**src/rtl/gdl_pkg.sv**
```systemverilog
// package for the gauge driver serial command link: register codes, field layout, status selector
// assumes a 50 MHz system clock and an external master running mode 1 (cpol 0, cpha 1)
// Functional notes
// - words shift most significant bit first in both directions.
// - clock phase one: data changes on the first edge, sampled on the second.
// - every command word is exactly sixteen bits long.
// - top three bits select one of six registers; codes 110 and 111 ignored.
// - the driver accepts commands and returns the selected reply word during each transfer.
// - a config selector chooses status, accumulator, position or speed on the output.
// - a null command enable lets the master read status without changing settings; here the reply still follows the output selector.
// - config picks one gauge and sets its zero at clockwise or anticlockwise end.
// - config holds emulation, calibration frequency, calibration enable and oscillator trim.
// - each gauge has its own output drive enable; disabled gauge drives nothing.
// - velocity register carries table index 1 to 255 and per gauge apply flags.
// - each position register takes a target 0 to 4095; the pointer moves there.
package gdl_pkg;
  localparam int unsigned GDL_WORD_BITS = 16;
  localparam int unsigned GDL_ADDR_MSB = 15;
  localparam int unsigned GDL_ADDR_LSB = 13;
  localparam logic [2:0] GDL_REG_CONFIG = 3'h0;
  localparam logic [2:0] GDL_REG_VELOCITY = 3'h1;
  localparam logic [2:0] GDL_REG_POS0 = 3'h2;
  localparam logic [2:0] GDL_REG_POS1 = 3'h3;
  localparam logic [2:0] GDL_REG_RTZ_CTRL = 3'h4;
  localparam logic [2:0] GDL_REG_RTZ_CFG = 3'h5;
  // config field positions inside the 13-bit data field
  localparam int unsigned GDL_CFG_G0_ON = 0;
  localparam int unsigned GDL_CFG_G1_ON = 1;
  localparam int unsigned GDL_CFG_OSC = 2;
  localparam int unsigned GDL_CFG_CAL_ON = 3;
  localparam int unsigned GDL_CFG_CAL_FREQ = 4;
  localparam int unsigned GDL_CFG_EMUL = 5;
  localparam int unsigned GDL_CFG_ZERO_CW = 6;
  localparam int unsigned GDL_CFG_GSEL = 7;
  localparam int unsigned GDL_CFG_SEL_LSB = 8;
  localparam int unsigned GDL_CFG_NULL = 10;
  // velocity field positions
  localparam int unsigned GDL_VEL_IDX_LSB = 0;
  localparam int unsigned GDL_VEL_G0 = 8;
  localparam int unsigned GDL_VEL_G1 = 9;
  localparam logic [7:0] GDL_VEL_RESET = 8'h01;
  localparam logic [11:0] GDL_POS_RESET = 12'h000;
  localparam logic [12:0] GDL_DATA_RESET = 13'h0000;
  // step pacing: one pointer step per this many system clocks
  localparam int unsigned GDL_STEP_CYCLES = 1000;

  typedef enum logic [1:0] {
    GDL_OUT_STATUS = 2'h0,
    GDL_OUT_ACCUM = 2'h1,
    GDL_OUT_POS = 2'h2,
    GDL_OUT_SPEED = 2'h3
  } gdl_outsel_t;

  typedef struct packed {
    logic status_only_command_on;
    gdl_outsel_t out_select;
    logic gauge_select;
    logic zero_at_clockwise_end;
    logic meter_emulation_on;
    logic calibrate_typical_freq;
    logic calibration_on;
    logic osc_period_two_thirds;
    logic second_gauge_drive_on;
    logic first_gauge_drive_on;
  } gdl_config_t;

  typedef struct packed {
    logic velocity_limit_second_gauge;
    logic velocity_limit_first_gauge;
    logic [7:0] index;
  } gdl_velocity_t;

  typedef struct packed {
    logic [11:0] pos;
    logic step_pulse;
    logic dir_up;
    logic drive_on;
  } gdl_gauge_t;
endpackage

```
**src/rtl/gdl_link.sv**
```systemverilog
// gauge driver serial command slave: 16-bit mode-1 receive, register decode, reply shift, pointer stepping
// assumes sclk, mosi and chip select come from an external master, asynchronous to clk_sys_in
`timescale 1ns/100ps
`default_nettype none
module gdl_link
  import gdl_pkg::*;
(
  input wire logic clk_sys_in,
  input wire logic arst_n_in,
  input wire logic sclk_in,
  input wire logic mosi_in,
  input wire logic chip_select_n_in,
  input wire logic [7:0] status_in,
  output logic miso_out,
  output logic miso_oe_out,
  output gdl_config_t config_out,
  output gdl_velocity_t velocity_out,
  output logic [12:0] rtz_ctrl_out,
  output logic [12:0] rtz_cfg_out,
  output gdl_gauge_t gauge0_out,
  output gdl_gauge_t gauge1_out
);
  localparam logic [9:0] STEP_LAST = 10'(GDL_STEP_CYCLES - 1);

  typedef enum logic [1:0] {
    GDL_IDLE = 2'b00,
    GDL_SHIFT = 2'b01,
    GDL_DONE = 2'b11
  } gdl_state_t;

  // two-stage synchronisers; stage one is read only by stage two
  logic [2:0] sync_a;
  logic [2:0] sync_b;
  logic sclk_d;
  logic sclk_s;
  logic mosi_s;
  logic csn_s;
  assign sclk_s = sync_b[0];
  assign mosi_s = sync_b[1];
  assign csn_s = sync_b[2];

  always_ff @(posedge clk_sys_in or negedge arst_n_in) begin
    if (!arst_n_in) begin
      sync_a <= 3'h4;
      sync_b <= 3'h4;
      sclk_d <= 1'b0;
    end else begin
      sync_a <= {chip_select_n_in, mosi_in, sclk_in};
      sync_b <= sync_a;
      sclk_d <= sync_b[0];
    end
  end

  logic sclk_rise;
  logic sclk_fall;
  assign sclk_rise = sclk_s & ~sclk_d;
  assign sclk_fall = ~sclk_s & sclk_d;

  gdl_state_t state;
  gdl_state_t next_state;
  logic [4:0] bit_cnt;
  logic [4:0] next_bit_cnt;
  logic [15:0] rx_sr;
  logic [15:0] next_rx_sr;
  logic [15:0] tx_sr;
  logic [15:0] next_tx_sr;
  logic miso;
  logic next_miso;
  logic first_edge;
  logic next_first_edge;
  logic word_ok;
  gdl_config_t cfg;
  gdl_config_t next_cfg;
  gdl_velocity_t vel;
  gdl_velocity_t next_vel;
  logic [12:0] rtz_ctrl;
  logic [12:0] next_rtz_ctrl;
  logic [12:0] rtz_cfg;
  logic [12:0] next_rtz_cfg;
  logic [11:0] target [2];
  logic [11:0] next_target [2];
  logic [11:0] pos [2];
  logic [11:0] next_pos [2];
  logic [9:0] pace;
  logic [9:0] next_pace;
  logic [1:0] step;
  logic [1:0] next_step;
  logic [1:0] dir;
  logic [1:0] next_dir;

  // reply word picked by the output selector at frame start
  function automatic logic [15:0] reply_word(input gdl_outsel_t sel, input logic [7:0] st,
                                             input logic [11:0] p, input logic [11:0] t);
    case (sel)
      GDL_OUT_STATUS: reply_word = {8'h00, st};
      GDL_OUT_ACCUM: reply_word = {4'h0, t};
      GDL_OUT_POS: reply_word = {4'h0, p};
      GDL_OUT_SPEED: reply_word = {4'h0, t - p};
      default: reply_word = 16'h0000;
    endcase
  endfunction

  // link state: frame framing, shifting and bit count
  always_comb begin
    next_state = state;
    next_bit_cnt = bit_cnt;
    next_rx_sr = rx_sr;
    next_tx_sr = tx_sr;
    next_miso = miso;
    next_first_edge = first_edge;
    word_ok = 1'b0;
    case (state)
      GDL_IDLE: begin
        next_bit_cnt = 5'h00;
        next_first_edge = 1'b1;
        if (!csn_s) begin
          next_state = GDL_SHIFT;
          next_tx_sr = reply_word(cfg.out_select, status_in, pos[cfg.gauge_select],
                                  target[cfg.gauge_select]);
        end
      end
      GDL_SHIFT: begin
        // mode 1: drive on each rising edge, sample on each falling edge
        if (sclk_rise) begin
          next_miso = tx_sr[15];
          next_tx_sr = {tx_sr[14:0], 1'b0};
          next_first_edge = 1'b0;
        end
        if (sclk_fall && !first_edge) begin
          next_rx_sr = {rx_sr[14:0], mosi_s};
          // saturate so an overlong frame can never wrap back to a count of sixteen
          if (bit_cnt != 5'h1f) begin
            next_bit_cnt = bit_cnt + 5'h01;
          end
        end
        if (csn_s) begin
          next_state = GDL_DONE;
        end
      end
      GDL_DONE: begin
        // only a whole 16-bit frame is acted upon
        word_ok = (bit_cnt == 5'(GDL_WORD_BITS));
        next_state = GDL_IDLE;
      end
      default: next_state = GDL_IDLE;
    endcase
  end

  always_ff @(posedge clk_sys_in or negedge arst_n_in) begin
    if (!arst_n_in) begin
      state <= GDL_IDLE;
      bit_cnt <= 5'h00;
      rx_sr <= 16'h0000;
      tx_sr <= 16'h0000;
      miso <= 1'b0;
      first_edge <= 1'b1;
    end else begin
      state <= next_state;
      bit_cnt <= next_bit_cnt;
      rx_sr <= next_rx_sr;
      tx_sr <= next_tx_sr;
      miso <= next_miso;
      first_edge <= next_first_edge;
    end
  end

  // register file written at the end of each complete frame
  logic [2:0] addr;
  logic [12:0] data;
  assign addr = rx_sr[GDL_ADDR_MSB:GDL_ADDR_LSB];
  assign data = rx_sr[12:0];

  always_comb begin
    next_cfg = cfg;
    next_vel = vel;
    next_rtz_ctrl = rtz_ctrl;
    next_rtz_cfg = rtz_cfg;
    next_target = target;
    if (word_ok) begin
      case (addr)
        GDL_REG_CONFIG: begin
          next_cfg.status_only_command_on = data[GDL_CFG_NULL];
          // a null command leaves every other setting as it was
          if (!data[GDL_CFG_NULL]) begin
            next_cfg.out_select = gdl_outsel_t'(data[GDL_CFG_SEL_LSB +: 2]);
            next_cfg.gauge_select = data[GDL_CFG_GSEL];
            next_cfg.zero_at_clockwise_end = data[GDL_CFG_ZERO_CW];
            next_cfg.meter_emulation_on = data[GDL_CFG_EMUL];
            next_cfg.calibrate_typical_freq = data[GDL_CFG_CAL_FREQ];
            next_cfg.calibration_on = data[GDL_CFG_CAL_ON];
            next_cfg.osc_period_two_thirds = data[GDL_CFG_OSC];
            next_cfg.second_gauge_drive_on = data[GDL_CFG_G1_ON];
            next_cfg.first_gauge_drive_on = data[GDL_CFG_G0_ON];
          end
        end
        GDL_REG_VELOCITY: begin
          // index 0 is outside the table and is ignored
          if (data[GDL_VEL_IDX_LSB +: 8] != 8'h00) begin
            next_vel.index = data[GDL_VEL_IDX_LSB +: 8];
          end
          next_vel.velocity_limit_first_gauge = data[GDL_VEL_G0];
          next_vel.velocity_limit_second_gauge = data[GDL_VEL_G1];
        end
        GDL_REG_POS0: next_target[0] = data[11:0];
        GDL_REG_POS1: next_target[1] = data[11:0];
        GDL_REG_RTZ_CTRL: next_rtz_ctrl = data;
        GDL_REG_RTZ_CFG: next_rtz_cfg = data;
        default: next_cfg = cfg;
      endcase
    end
  end

  // pointer stepping toward target, one step per pace period
  always_comb begin
    logic [1:0] on;
    // judged on the config that holds after this edge, so a step never shows beside a cleared enable
    on = {next_cfg.second_gauge_drive_on, next_cfg.first_gauge_drive_on};
    next_pos = pos;
    next_step = 2'b00;
    next_dir = dir;
    next_pace = (pace == STEP_LAST) ? 10'h000 : pace + 10'h001;
    for (int g = 0; g < 2; g++) begin
      if (pace == STEP_LAST && on[g] && pos[g] != target[g]) begin
        next_step[g] = 1'b1;
        next_dir[g] = (target[g] > pos[g]);
        next_pos[g] = (target[g] > pos[g]) ? pos[g] + 12'h001 : pos[g] - 12'h001;
      end
    end
  end

  always_ff @(posedge clk_sys_in or negedge arst_n_in) begin
    if (!arst_n_in) begin
      cfg <= '0;
      vel <= '{velocity_limit_second_gauge: 1'b0, velocity_limit_first_gauge: 1'b0, index: GDL_VEL_RESET};
      rtz_ctrl <= GDL_DATA_RESET;
      rtz_cfg <= GDL_DATA_RESET;
      target[0] <= GDL_POS_RESET;
      target[1] <= GDL_POS_RESET;
      pos[0] <= GDL_POS_RESET;
      pos[1] <= GDL_POS_RESET;
      pace <= 10'h000;
      step <= 2'b00;
      dir <= 2'b00;
    end else begin
      cfg <= next_cfg;
      vel <= next_vel;
      rtz_ctrl <= next_rtz_ctrl;
      rtz_cfg <= next_rtz_cfg;
      target <= next_target;
      pos <= next_pos;
      pace <= next_pace;
      step <= next_step;
      dir <= next_dir;
    end
  end

  assign miso_out = miso;
  assign miso_oe_out = ~csn_s;
  assign config_out = cfg;
  assign velocity_out = vel;
  assign rtz_ctrl_out = rtz_ctrl;
  assign rtz_cfg_out = rtz_cfg;
  // gauge outputs are flops only; a disabled gauge never steps, so no mask gate is needed here
  assign gauge0_out = '{pos: pos[0], step_pulse: step[0],
                        dir_up: dir[0], drive_on: cfg.first_gauge_drive_on};
  assign gauge1_out = '{pos: pos[1], step_pulse: step[1],
                        dir_up: dir[1], drive_on: cfg.second_gauge_drive_on};
endmodule
`default_nettype wire

```
**config.mk**
```make
export PLATFORM = sky130hd
export DESIGN_NAME = gdl_link
export DESIGN_NICKNAME = d
export VERILOG_FILES = /design/src/rtl/gdl_pkg.sv /design/src/rtl/gdl_link.sv
export SDC_FILE = /design/constraint.sdc
export NUM_CORES = 1
export LEC_CHECK = 0
export ABC_AREA = 1
export BUFFER_PORTS_ARGS = -buffer_cell sky130_fd_sc_hd__clkbuf_2
export CORE_UTILIZATION = 60
export CTS_BUF_LIST = sky130_fd_sc_hd__clkbuf_4 sky130_fd_sc_hd__clkbuf_8
export CTS_CLUSTER_SIZE = 8
export DETAILED_ROUTE_END_ITERATION = 12
export GPL_ROUTABILITY_DRIVEN = 0
export PLACE_DENSITY = 0.81
export SLEW_MARGIN = 15
export SYNTH_ARGS = -nofsm -noshare
export SYNTH_HDL_FRONTEND = slang
export SYNTH_SLANG_ARGS = --single-unit
```
**constraint.sdc**
```tcl
create_clock -name clk_sys_in -period 3.2 [get_ports clk_sys_in]
set_input_delay 0.16 -clock clk_sys_in [delete_from_list [all_inputs] [get_ports clk_sys_in]]
set_output_delay 0.16 -clock clk_sys_in [all_outputs]
set_load 0.05 [all_outputs]
```
**Word-level counts from Yosys, hierarchy flattened**

Cells that the tools add are included.

- Bits of input ports: 13
- Logic and storage cells: 121
- Output and inout bits: 79
- Bits in registers: 157

- Bitwise operators: 7
- Reduce and logical (&&, ||, !) cells: 25
- Magnitude comparators: 3
- Multiplexer cells: 27
- Equal/unequal tests: 20
- Add/subtract/negate cells: 7

Operators by type and width:

| cell | count |
|---|---|
| 2-to-1 mux 12 bit | 8 |
| case mux 16 bit (4 select lines) | 1 |
| 2-to-1 mux 16 bit | 2 |
| case mux 16 bit (2 select lines) | 1 |
| adder 12 x 1 -> 12 bit (second input constant) | 2 |
| > comparator 12 bit | 2 |
| inequality test 12 bit | 2 |
| subtractor 12 x 1 -> 12 bit (second input constant) | 2 |
| AND reduction 2 bit | 10 |
| AND reduction 3 bit | 4 |
| subtractor 12 bit | 1 |
| adder 10 x 1 -> 10 bit (second input constant) | 1 |
| equality test 10 bit (second input constant) | 1 |
| 2-to-1 mux 10 bit | 1 |
| 2-to-1 mux 2 bit | 5 |
| 2-to-1 mux 5 bit | 2 |
| inequality test 2 bit (second input constant) | 5 |
| case mux 5 bit (2 select lines) | 1 |
| nonzero test 8 bit | 1 |
| equality test 2 bit (second input constant) | 3 |
| equality test 3 x 2 -> 1 bit (second input constant) | 2 |
| equality test 3 bit (second input constant) | 2 |
| adder 5 x 1 -> 5 bit (second input constant) | 1 |
| equality test 5 bit (second input constant) | 1 |
| other kinds (15) | 28 |

**Depth between registers and ports, before layout**

Gate-level depths: netlist of run 1.

- Depth in word-level cells: 8
- Depth in mapped cells: 21
- Depth with buffers taken out: 21

**Least setup slack after synthesis of run 1**

OpenSTA, ideal clock, no wires.

- Path kind: reg-to-reg
- From: reg pos (netlist bit gauge1_out[14])
- To: reg pos (netlist bit gauge1_out[12])
- Period minus slack after synthesis: 3187 ps
- Setup time: 118 ps
- Path slack: 13 ps
- Required time: 3082 ps
- Arrival time: 3069 ps
- Cell stages (with the launch flop): 17
- Buffers on the path: 0
- Cell sequence: dfrtp_1 > inv_1 > ha_1 > nand4_1 > nor3_1 > nand2_1 > nand3_1 > nand2_1 > ha_1 > nand2_1 > o21ai_0 > nand2_1 > nand2_1 > a21oi_1 > xor2_1 > nand2_1 > nand2_1

- Longest elaborated chain between the ends: 2
- Elaborated cells between the ends (all ways): 4
- Those cells by class: 1 x order compare; 1 x eq/ne; 1 x mux; 1 x reduce/logical

RTL lines:

| what | RTL line | source |
|---|---|---|
| start, declared | gdl_link.sv:82 | `logic [11:0] pos [2];` |
| start signal, assigned | gdl_link.sv:250 | `pos <= next_pos;` |
| > comparator 12 bit or inequality test 12 bit (tied branches) | gdl_link.sv:226, gdl_link.sv:223 |  |
| 2-to-1 mux 12 bit or logical AND 1 bit (tied branches) | gdl_link.sv:226, gdl_link.sv:223 |  |

Parallel ways exist; a longest one is shown, timed or not.
A chain may end at the register's enable or synchronous reset.

**Worst setup path after layout of run 1**

- From: reg pos (netlist bit gauge0_out[14])
- To: reg pos (netlist bit gauge0_out[11])

Same word-level chain as after synthesis.

==> reports/results.ini, run 1 <==
[power_and_ir_drop]
total_power_mw = 4.16
powerDensity_mw_per_mm2 = 405
irDropWorstVdd_v = 0.000312
power_leakage_nw = 5.37

[critical_path]
critical_path_depth = 14
reg2regPathDepth = 14
critPathSlowestCell = dfrtp_1
required_ns = 3.55
cp_cell_sequence = inv_2 > ha_4 > nand4_1 > nor3_2 > nand2_1 > nand3_1 > nand2_2 > buf_6 > ha_1 > a21oi_1 > a21boi_0 > o21bai_1 > nor2_1 > o22ai_2
start_kind = flop
arrival_ns = 3.43
cp_max_fo = 9
worst-path-buf-inv = 2
max_stage_delay_ns = 0.44
path_delay_family = simple AND/OR/NAND/NOR gates
endpoint_kind = flop
path_class = reg2reg

[clock_network]
root_buffer = clkbuf_8
cts-buffers-inserted = 17
htreeDepth = 4
cts_sinks = 157
cts_tree = done
clkLatencyLatePin_ns = 0.48
clk_pin_slew_ns = 0.10
clk_path_buf_depth = 2

[floorplanning]
io_pins = 92
core_area_mm2 = 0.0145
die_width_um = 124
die_h_um = 124
dieArea_mm2 = 0.0154
initial_core_util_pct = 61.6
row_count = 44

[detailed_routing]
vias_per_cell = 5.63
wirelength_um = 22800
wl_per_cell_um = 15.8
first_pass_iters = 7
drt_iter0_drc = 839
via_count = 8152
drcViolationCount = 0
ant_nets = 0

[yosys]
ys.flop_type = dfrtp_1
synth-edff-count = 0
synthArstFlopShare_pct = 100
synth_top_area_share_pct = 42.8
ys_ff_latch = 157
syn-cell-area_mm2 = 0.00895
syn_inst = 1131
yosysMostFrequentCell = nand2_1
synth_area_leaders = dfrtp_1, nand2_1, ha_1
yosys_warnings = 0
synth_common_cells = nand2_1, dfrtp_1, o21ai_0
yosys.area.top_type = dfrtp_1
synth.distinct_cells = 46
ys_seq_area_share_pct = 44.0
synth_area_per_cell_um2 = 7.91
syn-num-nets = 1206

[timing]
finalCriticalPeriod_ns = 3.07
period_share_pct = 96.0
holdWs_ns = 0.0280
finalHoldViolations = 0
rsz0062_at_grt = true
fin_setup_tns_ns = 0
setup_violations = 0
clock.fmax_ghz = 0.326
fin_worst_skew_ns = 0.0179
setup_slack_ns = 0.129
slew_headroom_pct = 46.5
drv_slew = 0
worst_pin_slew_ns = 0.801

[min_path]
whs_path_depth = 3
min_path_type = in2reg

[layout]
syn_to_final_growth_pct = 14.9
layout.nets = 1325
final_util_pct = 70.7
insertedDiodeCount = 0
instances_no_fill = 1447
final_area_mm2 = 0.0103
drive_gt1_share_pct = 16.6

[placement]
place_ws_ns = 0.0464
dpl.cell_count = 1399
port-buffer-count = 91
place_area_mm2 = 0.00965
dpl.hpwl_um = 16600

[global_routing]
grt_pass1_wl_um = 35700
gr-total-overflow = 0
grt_antenna_before_repair = 0
grt.total_usage_pct = 30.6
grt_pass1_vias = 7395
grt_max_degree = 79

[run]
max_cap_viol_count = 0

[run_status]
outcome = complete, no violations

-- sequential cells by signal, summed over array words and instances, names as in the netlist --
signal	cells
rtz_ctrl_out	13
first_edge	1
rtz_cfg_out	13
gauge1_out	12
config_out	11
sclk_d	1
rx_sr	16
bit_cnt	5
pace	10
gauge0_out	12
tx_sr	16
sync_b	3
dir	2
step	2
velocity_out	10
state	2
target	24
miso_out	1
sync_a	3
-- cell usage in the layout (no fill, tap or decap), drive strengths merged --
| cell type | n |
|---|---|
| nand3 | 45 |
| inv | 154 |
| clkinv | 5 |
| nor2 | 59 |
| a21oi | 63 |
| o31ai | 1 |
| dlygate4sd3 | 9 |
| o221ai | 2 |
| o41ai | 1 |
| o21bai | 6 |
| a21boi | 4 |
| o22ai | 7 |
| o21a | 1 |
| nor3 | 15 |
| a31oi | 6 |
| clkinvlp | 1 |
| a2bb2oi | 1 |
| o21ai | 157 |
| dfstp | 4 |
| nand2 | 328 |
| nor2b | 2 |
| buf | 30 |
| xor2 | 13 |
| nor4 | 1 |
| mux2i | 1 |
| dfrtp | 153 |
| fa | 3 |
| o211ai | 1 |
| ha | 59 |
| a32o | 1 |
| or2 | 3 |
| clkbuf | 107 |
| a21o | 2 |
| xnor2 | 4 |
| nand4 | 14 |
-- area by class of cell --
cell class                      instances  area, um2
Timing Repair Buffer                  129        773
Inverter                              145        544
Fill cell                            1166       4250
Sequential cell                       157       3940
Multi-Input combinational cell        800       4380
Tap cell                              184        230
Clock inverter                         15        183
Clock buffer                           17        234
-- power by group --
part	switching, mW	internal, mW	leakage, nW	total (mW)
combinational	0.296	0.126	3.05	0.421
clock	0.932	0.607	0.205	1.54
sequential	0.0841	2.12	2.12	2.20
-- timing repair --
item / 4_1_cts / 5_1_grt
hold endpoints to repair: 82 / 0
gates resized for setup: 0 / 23
hold buffers: 9 / 0
setup buffers: 0 / 7
setup endpoints to repair: 0 / 14
-- logic make-up (layout without fill, tap and decap cells) --
logic type | after synthesis | in the layout | share of synthesized area, %
AND/OR/NAND/NOR | 467 | 467 | 21.6
AO/OA/AOI/OAI | 253 | 253 | 15.8
buffers and inverters | 174 | 306 | 7.86
flip-flops | 157 | 157 | 44.0
adder cells (fa/ha/maj) | 62 | 62 | 8.92
XOR/XNOR | 17 | 17 | 1.66
multiplexers | 1 | 1 | 0.112
-- worst min-delay path: cells and delay by family --
family	cells	cell delay, ns
compound gates	2	0.22
buf+inv	1	0.07
-- worst paths after layout --
path | startpoint | endpoint | slack (ns)
setup reg to reg | gauge0_out[14]$_DFFE_PN0P_ | gauge0_out[11]$_DFFE_PN0P_ | 0.13
setup / recovery | gauge0_out[14]$_DFFE_PN0P_ | gauge0_out[11]$_DFFE_PN0P_ | 0.13
max in group asynchronous | arst_n_in | sync_a[2]$_DFF_PN1_ | 1.93
min in group asynchronous | arst_n_in | step[1]$_DFF_PN0_ | 0.25
hold reg to reg | sync_a[2]$_DFF_PN1_ | sync_b[2]$_DFF_PN1_ | 0.35
hold / removal | status_in[1] | tx_sr[1]$_DFFE_PN0P_ | 0.03
-- routing by layer --
layer / up-vias / global-route usage (%) / part of all wire (%)
li1: 3934 / - / -
met1: 3837 / 40.0 / 43
met2: 323 / 50.7 / 48
met3: 58 / 5.49 / 6.9
met4: 0 / 11.9 / 2.5
met5: - / 0 / 0
Note: power is estimated with default switching activity, not from simulation.
==> inputs of run 2 (changes only) <==
Settings changed: GPL_ROUTABILITY_DRIVEN 0 to not set.
Clock period 3.2 ns to 3.5 ns, I/O delays scaled along.
==> reports/results.ini, run 2 (synthesis gave the netlist of run 1 again) <==
[layout]
final_area_mm2 = 0.0101  ; was 0.0103 mm2
insertedDiodeCount = 0  ; unchanged
final_util_pct = 69.5  ; was 70.7%
layout.nets = 1307  ; was 1325
most-common-layout-cells = nand2_1, dfrtp_1, o21ai_0, inv_1, clkbuf_2  ; was nand2_1, dfrtp_1, o21ai_0
top_register = target  ; unchanged
largest_reg_flops = 24  ; unchanged
drive_gt1_share_pct = 14.3  ; was 16.6%
top_regs = target (24), rx_sr (16), tx_sr (16)  ; unchanged
final_common_cell = nand2_1  ; unchanged
syn_to_final_growth_pct = 13.0  ; was 14.9%
fillers = 1191  ; was 1166

[power_and_ir_drop]
power_leakage_nw = 5.29  ; was 5.37 nW
seq_power_share_pct = 52.3  ; was 52.9%
p_int_mw = 2.68  ; was 2.85 mW
p_sw_mw = 1.18  ; was 1.31 mW
switching_share_pct = 30.5  ; was 31.5%
powerDensity_mw_per_mm2 = 381  ; was 405 mW/mm2
pwr-share-comb_pct = 10.0  ; was 10.1%
irDropWorstVdd_v = 0.000336  ; was 0.000312 V
clockPowerShare_pct = 37.7  ; was 37.0%

[floorplanning]
row_count = 44  ; unchanged
core_area_mm2 = 0.0145  ; unchanged
dieArea_mm2 = 0.0154  ; unchanged
die_width_um = 124  ; unchanged
initial_core_util_pct = 61.6  ; unchanged
die_h_um = 124  ; unchanged
io_pins = 92  ; unchanged

[critical_path]
path_common_cell = nand2_1
cp_cell_sequence = inv_1 > ha_1 > nand4_1 > nor3_1 > nand2_1 > nand3_1 > nand2_1 > buf_4 > ha_1 > inv_1 > o21ai_0 > a21oi_1 > nand2_1 > nor2_1 > inv_1 > nand2_1 > nand3_1 > nand2_1 > nand2_1  ; was inv_2 > ha_4 > nand4_1 > nor3_2 > nand2_1 > nand3_1 > nand2_2 > buf_6 > ha_1 > a21oi_1 > a21boi_0 > o21bai_1 > nor2_1 > o22ai_2
required_ns = 3.87  ; was 3.55 ns
path_delay_family = simple AND/OR/NAND/NOR gates  ; unchanged
cp_max_fo = 9  ; unchanged
arrival_ns = 3.59  ; was 3.43 ns
start_kind = flop  ; unchanged
critPathSlowestCell = dfrtp_1  ; unchanged
endpoint_kind = flop  ; unchanged
max_stage_delay_ns = 0.44  ; about the same
path_class = reg2reg  ; unchanged
worst-path-buf-inv = 4  ; was 2

[detailed_routing]
wl_per_cell_um = 15.8  ; about the same
vias_per_cell = 5.61  ; was 5.63
wirelength_um = 22600  ; was 22800 um
ant_nets = 0  ; unchanged
via_count = 8020  ; was 8152
drt_iter0_drc = 787  ; was 839
drcViolationCount = 0  ; unchanged
first_pass_iters = 6  ; was 7

[global_routing]
grt_max_degree = 90  ; was 79
grt.total_usage_pct = 31.0  ; was 30.6%
grt_antenna_before_repair = 0  ; unchanged
grt_pass1_vias = 7329  ; was 7395
gr-total-overflow = 0  ; unchanged
grt_pass1_wl_um = 36200  ; was 35700 um

[placement]
gp_congestion = 0.927
port-buffer-count = 91  ; unchanged
dpl.hpwl_um = 16500  ; was 16600 um
place_ws_ns = 0.359  ; was 0.0464 ns
place_area_mm2 = 0.00960  ; was 0.00965 mm2

[timing]
clock.fmax_ghz = 0.311  ; was 0.326 GHz
holdWs_ns = 0.0102  ; was 0.0280 ns
drv_slew = 0  ; unchanged
fin_setup_tns_ns = 0  ; unchanged
fin_worst_skew_ns = 0.0174  ; was 0.0179 ns
finalHoldViolations = 0  ; unchanged
slew_headroom_pct = 28.3  ; was 46.5%
setup_violations = 0  ; unchanged
rsz0062_at_grt = false  ; was true
period_share_pct = 92.0  ; was 96.0%
finalCriticalPeriod_ns = 3.22  ; was 3.07 ns
worst_pin_slew_ns = 1.06  ; was 0.801 ns
setup_slack_ns = 0.281  ; was 0.129 ns

[clock_network]
cts-buffers-inserted = 17  ; unchanged
root_buffer = clkbuf_8  ; unchanged
clk_path_buf_depth = 2  ; unchanged
cts_sinks = 157  ; unchanged
clkLatencyLatePin_ns = 0.48  ; about the same
clk_pin_slew_ns = 0.10  ; about the same
cts_tree = done  ; unchanged
htreeDepth = 4  ; unchanged

[run_status]
outcome = complete, no violations  ; unchanged

[run]
max_cap_viol_count = 0  ; unchanged

[min_path]
min_path_type = in2reg  ; unchanged

-- run 2: changes by cell type in the layout (fill, tap and decap cells not counted), moves of 3 or more --
cell and delta:
a21oi_1 +3, nor3_2 -4, inv_2 -3, nor3_1 +4, inv_1 +3, a21oi_2 -3, a21boi_0 +3, buf_4 -16
-- run 2: routing by layer --
metal / wire length [um] / global-route usage, % / vias to the layer above
met2: 10800 / 49.6 / 310
met4: 446 / 8.78 / 0
met1: 9800 / 42.8 / 3763
met3: 1610 / 5.91 / 52
li1: - / - / 3895
met5: 0 / 0 / -
-- run 2: cell type report --
type	instances	area [um2]	area share [%]
sequential	157	3930	38.9
clock inverter	15	205	2.03
multi-input combinational	800	4320	42.7
tap	184	230	2.28
clock buffer	17	234	2.32
inverter	145	544	5.39
timing repair buffer	111	642	6.35
-- run 2: power groups by stage --
stage               sequential, mW  combinational [mW]  clock (mW)
floorplan                     2.03               0.245           0
global placement              2.04               0.366           0
detailed placement            2.05               0.381           0
CTS                           2.01               0.389        1.47
global route                  2.03               0.441        1.55
finish                        2.01               0.385        1.45
-- run 2: worst reg2reg max path: stages, from the launching register on --
cell and delay [ns]:
dfrtp_1 0.44, inv_1 0.10, ha_1 0.34, nand4_1 0.14, nor3_1 0.22, nand2_1 0.08
nand3_1 0.09, nand2_1 0.16, buf_4 0.23, ha_1 0.35, inv_1 0.09, o21ai_0 0.13
a21oi_1 0.21, nand2_1 0.08, nor2_1 0.13, inv_1 0.05, nand2_1 0.08, nand3_1 0.07
nand2_1 0.08, nand2_1 0.06
-- run 2: through the flow --
| stage | power [mW] | cells |
|---|---|---|
| finish | 3.85 | 1429 |
| detailed placement | 2.43 | 1390 |
| CTS | 3.87 | 1429 |
| floorplan | 2.27 | 1131 |
| global placement | 2.41 | 1390 |
| global route | 4.02 | 1429 |
-- run 2: path summary, 6_finish.rpt --
path,startpoint,endpoint,slack (ns),depth (start not counted)
min reg2reg,sync_a[2]$_DFF_PN1_,sync_b[2]$_DFF_PN1_,0.35,0
max reg2reg,gauge0_out[14]$_DFFE_PN0P_,gauge0_out[14]$_DFFE_PN0P_,0.28,19
max in group asynchronous,arst_n_in,velocity_out[0]$_DFFE_PN1P_,2.38,3
min,status_in[6],tx_sr[6]$_DFFE_PN0P_,0.01,3
min in group asynchronous,arst_n_in,step[1]$_DFF_PN0_,0.32,2
max,gauge0_out[14]$_DFFE_PN0P_,gauge0_out[14]$_DFFE_PN0P_,0.28,19
-- run 2: what timing repair did --
item,in CTS,in global routing
resized for setup,0,1
buffers inserted,0,0
setup endpoints to repair,0,1
hold buffers,7,0
hold endpoints to repair,90,0
